**src/design/spo_pkg.sv**
```systemverilog
`default_nettype none
package spo_pkg;
   // Register byte offsets.
   localparam logic [11:0] OFF_RD_QOS      = 12'h100;
   localparam logic [11:0] OFF_WR_QOS      = 12'h104;
   localparam logic [11:0] OFF_ISSUE       = 12'h108;
   localparam logic [11:0] OFF_SPLIT       = 12'h110;
   localparam logic [11:0] OFF_WR_THRESH   = 12'h040;
   localparam logic [11:0] OFF_RSV_GAP     = 12'h10c;
   localparam logic [11:0] OFF_RSV_TOP     = 12'h114;
   // Field positions.
   localparam int          BIT_RD_ONE      = 0;
   localparam int          BIT_WR_ONE      = 1;
   // Reset values.
   localparam logic [1:0]  RST_ISSUE       = 2'h0;
   localparam logic        RST_SPLIT       = 1'h0;
   localparam logic [3:0]  RST_QOS_DEF     = 4'h0;
   localparam logic [3:0]  RST_THRESH_DEF  = 4'h0;
   // Htrans codes.
   localparam logic [1:0]  HTRANS_NONSEQ   = 2'h2;
   localparam logic [1:0]  HTRANS_SEQ      = 2'h3;

   // Bus request as captured in the address phase.
   typedef struct packed {
      logic        wr;
      logic [11:0] addr;
   } spo_req_t;

   // Overrides presented to the datapath.
   typedef struct packed {
      logic       rd_one;
      logic       wr_one;
      logic       long_ok;
      logic [3:0] rd_qos;
      logic [3:0] wr_qos;
      logic [3:0] wr_thresh;
   } spo_ctl_t;

   // Byte address decode used by read mux and write enables.
   function automatic logic spo_hit(input logic [11:0] a, input logic [11:0] off);
      return a[11:2] == off[11:2];
   endfunction
endpackage
`default_nettype wire

```
**src/design/spo_regs.sv**
```systemverilog
// Summary of operation
// - Issue-limit bit 0 set limits the block to one outstanding read.
// - Issue-limit bit 1 set limits the block to one outstanding write; both active high.
// - The one-bit burst split register at 0x110 exists only when downsizing to AXI4.
// - Split bit 0 forces long bursts to be broken so none appear at the output.
// - Split bit 1 lets long bursts pass through unchanged.
// - Without the programmer view the split bit behaves as its default, so no long bursts.
// - The write FIFO threshold resets to its build-time value.
// - With programmable QoS, read and write QoS reset to build-time values.
// - A four-bit read QoS at 0x100 and write QoS at 0x104 exist only with programmable QoS.
//
// The AHB-Lite register port was decided locally.
`timescale 1ns/100ps
`default_nettype none
module spo_regs #(
   parameter bit         HAS_PROG_VIEW = 1'b1,
   parameter bit         DOWNSIZE_AXI4 = 1'b1,
   parameter bit         QOS_PROG      = 1'b1,
   parameter logic [3:0] QOS_RD_INIT   = spo_pkg::RST_QOS_DEF,
   parameter logic [3:0] QOS_WR_INIT   = spo_pkg::RST_QOS_DEF,
   parameter logic [3:0] THRESH_INIT   = spo_pkg::RST_THRESH_DEF
) (
   // Clock and reset.
   input  wire logic             hclk,
   input  wire logic             hresetn,
   // AHB-Lite slave.
   input  wire logic             hsel,
   input  wire logic [31:0]      haddr,
   input  wire logic [1:0]       htrans,
   input  wire logic             hwrite,
   input  wire logic [2:0]       hsize,
   input  wire logic [31:0]      hwdata,
   input  wire logic             hready,
   output var  logic [31:0]      hrdata,
   output var  logic             hreadyout,
   output var  logic             hresp,
   // Controls to the datapath.
   output var  spo_pkg::spo_ctl_t ctl
);
   // Registered state and the values it takes at the next edge.
   spo_pkg::spo_req_t req_reg, req_next;
   logic              wph_reg, wph_next;
   logic [1:0]        iss_reg, iss_next;
   logic              split_reg, split_next;
   logic [3:0]        rq_reg, rq_next, wq_reg, wq_next;
   logic [31:0]       rd_reg, rd_next;
   spo_pkg::spo_ctl_t ctl_next;
   logic              take;
   logic              hreadyout_next, hresp_next;

   // A transfer is taken when selected, active and the bus is ready.
   assign take = hsel && hready && (htrans == spo_pkg::HTRANS_NONSEQ || htrans == spo_pkg::HTRANS_SEQ);

   // Next-state logic; registers answer with zero wait states.
   always_comb begin
      req_next   = req_reg;
      wph_next   = 1'b0;
      iss_next   = iss_reg;
      split_next = split_reg;
      rq_next    = rq_reg;
      wq_next    = wq_reg;
      rd_next    = rd_reg;
      // Write data phase first, so a read whose address phase overlaps it sees the new value.
      // Unmapped and reserved offsets fall through untouched.
      if (wph_reg) begin
         if (spo_pkg::spo_hit(req_reg.addr, spo_pkg::OFF_ISSUE)) begin
            iss_next = hwdata[1:0];
         end
         if (DOWNSIZE_AXI4 && HAS_PROG_VIEW && spo_pkg::spo_hit(req_reg.addr, spo_pkg::OFF_SPLIT)) begin
            split_next = hwdata[0];
         end
         if (QOS_PROG && spo_pkg::spo_hit(req_reg.addr, spo_pkg::OFF_RD_QOS)) begin
            rq_next = hwdata[3:0];
         end
         if (QOS_PROG && spo_pkg::spo_hit(req_reg.addr, spo_pkg::OFF_WR_QOS)) begin
            wq_next = hwdata[3:0];
         end
      end
      // Address phase of the next transfer.
      if (take) begin
         req_next.addr = haddr[11:0];
         req_next.wr   = hwrite;
         wph_next      = hwrite;
         // Read data is prepared here so hrdata leaves a flop; it comes from the next values.
         rd_next = 32'h0000_0000;
         if (spo_pkg::spo_hit(haddr[11:0], spo_pkg::OFF_ISSUE)) begin
            rd_next[1:0] = iss_next;
         end
         if (DOWNSIZE_AXI4 && HAS_PROG_VIEW && spo_pkg::spo_hit(haddr[11:0], spo_pkg::OFF_SPLIT)) begin
            rd_next[0] = split_next;
         end
         if (QOS_PROG && spo_pkg::spo_hit(haddr[11:0], spo_pkg::OFF_RD_QOS)) begin
            rd_next[3:0] = rq_next;
         end
         if (QOS_PROG && spo_pkg::spo_hit(haddr[11:0], spo_pkg::OFF_WR_QOS)) begin
            rd_next[3:0] = wq_next;
         end
      end
   end

   // Control outputs; absent registers present their defaults.
   always_comb begin
      ctl_next.rd_one    = iss_next[spo_pkg::BIT_RD_ONE];
      ctl_next.wr_one    = iss_next[spo_pkg::BIT_WR_ONE];
      ctl_next.long_ok   = (DOWNSIZE_AXI4 && HAS_PROG_VIEW) ? split_next : spo_pkg::RST_SPLIT;
      ctl_next.rd_qos    = rq_next;
      ctl_next.wr_qos    = wq_next;
      // The threshold is not bus-mapped in this block, so its build value is passed on as it stands.
      ctl_next.wr_thresh = THRESH_INIT;
   end

   // State registers; build-time values load at reset.
   always_ff @(posedge hclk or negedge hresetn) begin
      if (!hresetn) begin
         req_reg   <= '0;
         wph_reg   <= 1'b0;
         iss_reg   <= spo_pkg::RST_ISSUE;
         split_reg <= spo_pkg::RST_SPLIT;
         rq_reg    <= QOS_RD_INIT;
         wq_reg    <= QOS_WR_INIT;
         rd_reg    <= 32'h0000_0000;
         ctl       <= '{rd_one: 1'b0, wr_one: 1'b0, long_ok: spo_pkg::RST_SPLIT,
                        rd_qos: QOS_RD_INIT, wr_qos: QOS_WR_INIT, wr_thresh: THRESH_INIT};
      end else begin
         req_reg   <= req_next;
         wph_reg   <= wph_next;
         iss_reg   <= iss_next;
         split_reg <= split_next;
         rq_reg    <= rq_next;
         wq_reg    <= wq_next;
         rd_reg    <= rd_next;
         ctl       <= ctl_next;
      end
   end

   // Zero-wait OKAY slave: every offset, reserved or absent, answers at once without error.
   always_comb begin
      hreadyout_next = 1'b1;
      hresp_next     = 1'b0;
   end

   // Bus response registers, so that the answer leaves flops like every other output.
   always_ff @(posedge hclk or negedge hresetn) begin
      if (!hresetn) begin
         hreadyout <= 1'b1;
         hresp     <= 1'b0;
      end else begin
         hreadyout <= hreadyout_next;
         hresp     <= hresp_next;
      end
   end
   assign hrdata = rd_reg;

   // Issue-limit writes reach the controls at the edge that closes their data phase.
   issue_write_a: assert property (@(posedge hclk) disable iff (!hresetn)
      wph_reg && spo_pkg::spo_hit(req_reg.addr, spo_pkg::OFF_ISSUE)
      |=> ctl.rd_one == $past(hwdata[0]) && ctl.wr_one == $past(hwdata[1]))
      else $error("issue override not applied");
   // Software must read back exactly the limits that the datapath obeys.
   issue_read_a: assert property (@(posedge hclk) disable iff (!hresetn)
      take && !hwrite && spo_pkg::spo_hit(haddr[11:0], spo_pkg::OFF_ISSUE)
      |=> hrdata == {30'h0, ctl.wr_one, ctl.rd_one})
      else $error("issue readback wrong");

   // Without the register, long bursts must stay forbidden whatever software writes.
   split_default_a: assert property (@(posedge hclk) disable iff (!hresetn)
      !(DOWNSIZE_AXI4 && HAS_PROG_VIEW) |-> !ctl.long_ok)
      else $error("long bursts allowed without register");
   split_write_a: assert property (@(posedge hclk) disable iff (!hresetn)
      wph_reg && DOWNSIZE_AXI4 && HAS_PROG_VIEW && spo_pkg::spo_hit(req_reg.addr, spo_pkg::OFF_SPLIT)
      |=> ctl.long_ok == $past(hwdata[0]))
      else $error("split control not applied");
   // An absent split register reads zero; a present one reads the live control.
   split_read_a: assert property (@(posedge hclk) disable iff (!hresetn)
      take && !hwrite && spo_pkg::spo_hit(haddr[11:0], spo_pkg::OFF_SPLIT)
      |=> hrdata == {31'h0, ctl.long_ok && DOWNSIZE_AXI4 && HAS_PROG_VIEW})
      else $error("split readback wrong");

   // The threshold is fixed at build time; nothing on the bus may move it.
   thresh_const_a: assert property (@(posedge hclk) disable iff (!hresetn)
      ctl.wr_thresh == THRESH_INIT)
      else $error("threshold lost build value");

   // Both QoS values read back and write through to the datapath.
   qos_read_a: assert property (@(posedge hclk) disable iff (!hresetn)
      take && !hwrite && spo_pkg::spo_hit(haddr[11:0], spo_pkg::OFF_RD_QOS)
      |=> hrdata == (QOS_PROG ? {28'h0, ctl.rd_qos} : 32'h0))
      else $error("read qos readback wrong");
   qos_wr_read_a: assert property (@(posedge hclk) disable iff (!hresetn)
      take && !hwrite && spo_pkg::spo_hit(haddr[11:0], spo_pkg::OFF_WR_QOS)
      |=> hrdata == (QOS_PROG ? {28'h0, ctl.wr_qos} : 32'h0))
      else $error("write qos readback wrong");
   qos_write_a: assert property (@(posedge hclk) disable iff (!hresetn)
      wph_reg && QOS_PROG && spo_pkg::spo_hit(req_reg.addr, spo_pkg::OFF_RD_QOS)
      |=> ctl.rd_qos == $past(hwdata[3:0]))
      else $error("read qos write not applied");
   qos_wr_write_a: assert property (@(posedge hclk) disable iff (!hresetn)
      wph_reg && QOS_PROG && spo_pkg::spo_hit(req_reg.addr, spo_pkg::OFF_WR_QOS)
      |=> ctl.wr_qos == $past(hwdata[3:0]))
      else $error("write qos write not applied");
   // QoS holds its build-time or last written value until the next write.
   qos_hold_a: assert property (@(posedge hclk) disable iff (!hresetn)
      !wph_reg |=> $stable(rq_reg) && $stable(wq_reg))
      else $error("qos changed without write");

   // Reserved offsets read zero, change nothing and still answer OKAY at once.
   reserved_read_a: assert property (@(posedge hclk) disable iff (!hresetn)
      take && !hwrite && (spo_pkg::spo_hit(haddr[11:0], spo_pkg::OFF_RSV_GAP)
                          || haddr[11:0] >= spo_pkg::OFF_RSV_TOP)
      |=> hrdata == 32'h0)
      else $error("reserved read not zero");
   reserved_write_a: assert property (@(posedge hclk) disable iff (!hresetn)
      wph_reg && (spo_pkg::spo_hit(req_reg.addr, spo_pkg::OFF_RSV_GAP)
                  || req_reg.addr >= spo_pkg::OFF_RSV_TOP)
      |=> $stable(iss_reg) && $stable(split_reg) && $stable(rq_reg) && $stable(wq_reg))
      else $error("reserved write had effect");
   bus_okay_a: assert property (@(posedge hclk) disable iff (!hresetn)
      hreadyout && !hresp)
      else $error("bus answer not zero-wait okay");

   // Main scenarios that the bench should reach.
   cov_issue_c: cover property (@(posedge hclk) ctl.rd_one && ctl.wr_one);
   cov_long_c: cover property (@(posedge hclk) ctl.long_ok);
   cov_rd_c: cover property (@(posedge hclk) take && !hwrite);
   cov_qos_c: cover property (@(posedge hclk) wph_reg && spo_pkg::spo_hit(req_reg.addr, spo_pkg::OFF_WR_QOS));
   cov_resv_c: cover property (@(posedge hclk) take && hwrite && haddr[11:0] >= spo_pkg::OFF_RSV_TOP);
endmodule
`default_nettype wire

```
**config.mk**
```make
export PLATFORM = sky130hd
export DESIGN_NAME = spo_regs
export DESIGN_NICKNAME = d
export VERILOG_FILES = /design/src/design/spo_pkg.sv /design/src/design/spo_regs.sv
export SDC_FILE = /design/constraint.sdc
export NUM_CORES = 1
export LEC_CHECK = 0
export ABC_CLOCK_PERIOD_IN_PS = 3300
export BUFFER_PORTS_ARGS = -buffer_cell sky130_fd_sc_hd__buf_2
export CORE_MARGIN = 5
export CORE_UTILIZATION = 39
export CTS_CLUSTER_DIAMETER = 200
export CTS_CLUSTER_SIZE = 14
export DETAILED_ROUTE_END_ITERATION = 6
export GPL_ROUTABILITY_DRIVEN = 0
export GPL_TIMING_DRIVEN = 1
export PLACE_DENSITY = 0.79
export SLEW_MARGIN = 30
export SYNTH_ARGS = -nofsm -noshare
export SYNTH_HDL_FRONTEND = slang
export SYNTH_SLANG_ARGS = --single-unit
```
**constraint.sdc**
```tcl
create_clock -name hclk -period 3.3 [get_ports hclk]
set_input_delay 0.33 -clock hclk [delete_from_list [all_inputs] [get_ports hclk]]
set_output_delay 0.33 -clock hclk [all_outputs]
set_load 0.01 [all_outputs]
```
# Yosys cells after proc, flatten, opt, wreduce, memory -nomap -nowiden
# Cells that the tools add are included.
totals:
  register_bits: 30
  out_inout_bits: 49
  elab_cells: 35
classes:
  n_eq_ne: 10
  muxes: 13
  n_reduce_logical: 3
op_table:
  columns: ["operator", "n"]
  rows:
  - ["$eq A10 B7 Y1 const B", 8]
  - ["$mux W4", 6]
  - ["$mux W2", 3]
  - ["$eq A2 B2 Y1 const B", 2]
  - ["$mux W1", 4]
  - ["$logic_and A1 B1 Y1", 2]
  - ["$logic_or A1 B1 Y1", 1]

# Logic depth before layout (Yosys ltp)
depth:
  depth_word: 7
  depth_mapped: 6
  mapped_depth_nobuf: 5

# Least setup slack after synthesis
# OpenSTA, ideal clock, no wires.
synth_path:
  kind: "flip-flop to flip-flop"
  start: "register req_reg[11] (netlist bit)"
  end: "register rd_reg[1], in the netlist hrdata[1]"
  setup_ns: 0.120
  arrival_time_ns: 2.147
  path_slack_ns: 1.033
  stages_incl_launch_ff: 6
  period_less_slack_ns: 2.267
  cell_sequence: "dfrtp_1 > or4b_4 > nor4_4 > mux2_2 > a22o_1 > a31o_2"
synth_lines:
  columns: ["item", "line", "rtl"]
  rows:
  - ["start: declaration", "spo_regs.sv:41", "spo_pkg::spo_req_t req_reg, req_next;"]
  - ["start signal: assignment", "spo_regs.sv:125", "req_reg <= req_next;"]
  - ["$eq A10 B7 Y1", "spo_pkg.sv:41", "return a[11:2] == off[11:2];"]
  - ["$mux W4", "spo_regs.sv:75", "if (QOS_PROG && spo_pkg::spo_hit(req_reg.addr, spo_pkg::OFF_WR_QOS)) begin"]
  - ["$mux W4", "spo_regs.sv:65", "if (wph_reg) begin"]
  - ["net wq_next[1]", "spo_regs.sv:45", "logic [3:0] rq_reg, rq_next, wq_reg, wq_next;"]
  - ["$mux W4", "spo_regs.sv:95", "if (QOS_PROG && spo_pkg::spo_hit(haddr[11:0], spo_pkg::OFF_WR_QOS)) begin"]
  - ["end signal: assignment", "spo_regs.sv:131", "rd_reg <= rd_next;"]
  - ["end: declaration", "spo_regs.sv:46", "logic [31:0] rd_reg, rd_next;"]
# The timed path passes the listed nets, and every way through them passes these cells.
# A chain may end at the register's enable or synchronous reset.

# Worst setup path after layout
# Ends and elaborated chain as after synthesis.

==> impl_results.md <==
- Status: completed
- RR Startpoint: req_reg[11]
- Worst setup EP type: flip-flop
- Antenna-violating nets left: 0
- Critical path peak fanout: 6
- RR Endpoint: hrdata[1]
- Clock sink count: 26
- CP max-delay cell: or4b_4
- Met2 Use GR: between 10% and 20%
- Core ar.: 0.00394 mm^2
- Placed cells: 221
- Clock transition at path regs: 0.09 ns
- Slew HR: a little over three fifths
- Initial Utilization: between 30% and 40%
- Die Y-Extent: around 73 um
- Asr flop ratio synth: 100%
- Global route total overflow: 0
- Levels on crit path: 5
- Internal: between 0.0004 and 0.0005 W
- Iter 0 DRT Violations: 11
- Area Growth Syn to Fin: 8.60%
- Synth top area cells: dfrtp_1 (41%), buf_4 (17%), mux2_2 (12%)
- Core Rows: 23
- Initial antenna violation count: 0
- # fillers: between 300 and 400
- Number of synthesized register bits: 26
- Clock buffer depth: 2
- Hold crit path type: in2async
- NetSw: around 0.00019 W
- Worst path cell trace: or4b_4 -> nor4_4 -> mux2_2 -> a22o_1 -> a31o_2
- Final nets: 250
- Sequential element share of the synthesized area: around two fifths
- # Post-CTS Setup Buffers: 0
- CP Class: reg2reg
- Final WL: roughly 2900 um
- CP Buf/Inv Count: 0
- Top Ports: roughly 120
- Clk_lat worst skew: ~0.27 ns
- Synthesized area: around 0.0016 mm^2
- Number of synthesized flops with an enable pin: 0
- Final hold violation count: 0
- Critical path arrival: ~2.7 ns
- Flop pwr share: between 50% and 60%
- H-tree depth: 1
- Post-synthesis cell count: 143
- Peak VDD IR: slightly above 0.2 mV
- Clock share of power: between 30% and 40%
- Cell Pwr Density: around 400 mW/mm^2
- Critical path's top delay family: simple AND/OR/NAND/NOR gates
- Antenna diodes: 0
- Cell variety after synth: 35
- Pins over their slew limit: 0
- Final Core Density: between 40 and 50%
- CTS root buffer: clkbuf_8
- Share of the synthesized area in the top cell type: about two fifths
- Drc violations: 0
- Leak Pwr: ~0.84 nW
- GRT Max-Usage Layer: met2
- Tcrit/Tclk final: 75.5%
- Switching part of the total power: between 20% and 30%
- Vias per inst: 4.63
- Vias in the first global route: between 900 and 1000
- R2r setup slk: 0.81 ns
- Dpl hpwl: ~2400 um
- WL/cell: around 13 um
- Gate power share: between 10% and 20%
- TritonCTS buffer count: 3
- Max-cap violations: 0
- Setup TNS: 0 ns
- RSZ-0062 raised after global routing: false
- Post-Syn Area per Cell: ~11 um^2
- Final min period: ~2.5 ns
- Full die area: 0.00540 mm^2
- R2R depth: 5
- Worst Clk Skew: 0.00206 ns
- Critical Path Max Stage Delay: 0.60 ns
- Worst slew pin tran: about 0.56 ns
- Post-CTS Hold Fix Bufs: 0
- Share of layout cells above drive strength 1: ~39%
- Setup violators final: 0
- Max reg flops: 10
- DR pass1 iterations: 2
- Worst setup startpoint: req_reg[11]
- Most frequent cells in the layout: conb_1 (34), buf_2 (34), dfrtp_1 (26)
- Yosys top cell by area: dfrtp_1
- Top FF cell, synth: dfrtp_1
- Syn. warnings: 0
- Worst setup SP type: flip-flop
- Critical path required time: about 3.5 ns
- Fin cells: about 230
- CTS tree: yes
- Crit path capture: hrdata[1]
- First-pass GRT wire length: ~4600 um
- Port Buffer Count: 34
- GRT Util Overall: 11.0%
- Post_cts resized: 0
- FMAX: between 400 and 500 MHz
- GRT met1 Usage: 14.5%
- Die outline width: ~73 um
- Vias: roughly 1000
- Met3 Usage GRT: 2.46%
- Largest net degree at the start of global routing: 27
through the flow:
stage	cell area [um^2]	power (W)	hold slack (ns)	setup WS [ns]
after floorplan	1690	0.000479	0.0344	1.03
after global placement	1650	0.000482	0.360	0.855
after detailed placement	1650	0.000486	0.356	0.805
after CTS	1710	0.000687	0.0634	0.796
after global routing	1710	0.000718	0.0903	0.722
final	1710	0.000686	0.0418	0.807
layer usage:
metal | vias up | share of wire, %
met5 | - | 0
met4 | 0 | 2.1
met3 | 8 | 7.5
met2 | 42 | 47
met1 | 496 | 43
li1 | 496 | -
logic make-up after synthesis:
family                 count (synthesis)  share of synthesized area (%)
AOI/OAI and AO/OA                     14                           7.72
buffers and inverters                 42                           18.6
DFF                                   26                           41.4
muxes                                 22                           16.2
other                                  2                          0.478
and+or+nand+nor                       37                           15.6
worst min-delay path by stage:
stage	endpoint	depth (start not counted)	startpoint
6_report	req_reg[9]	1	hresetn
5_1_grt	hrdata[0]	1	hresetn
3_3_place_gp	req_reg[7]	1	hresetn
4_1_cts	req_reg[9]	1	hresetn
3_5_place_dp	req_reg[9]	1	hresetn
2_1_floorplan	ctl[13]	0	hresetn
power by group through the flow:
stage	Sequential, W	Combinational (W)	Clock [W]
after floorplan	0.000368	0.000111	0
after global placement	0.000376	0.000106	0
after detailed placement	0.000378	0.000108	0
after CTS	0.000372	0.000109	0.000207
after global routing	0.000377	0.000122	0.000219
final	0.000372	0.000108	0.000206
cells in the mapped netlist (all sizes together) (2+ instances only):
| cell | count |
|---|---|
| clkbuf | 2 |
| nand2 | 8 |
| dfrtp | 26 |
| nor2 | 5 |
| nand4 | 2 |
| mux2 | 19 |
| nand3 | 2 |
| nor3 | 5 |
| nor4 | 2 |
| o31ai | 2 |
| nor4b | 3 |
| mux2i | 3 |
| conb | 2 |
| buf | 37 |
| or3 | 3 |
| a21oi | 3 |
| inv | 3 |
| or4b | 2 |
cell type report:
type | count | area [um^2] | area share [%]
inverters | 3 | 11.3 | 0.660
clock buffers | 4 | 55.1 | 3.23
multi-input cells | 107 | 749 | 43.9
repair buffers | 35 | 178 | 10.4
well taps | 50 | 62.6 | 3.67
flip-flops and latches | 26 | 651 | 38.1
Note: power is estimated with default switching activity, not from simulation.
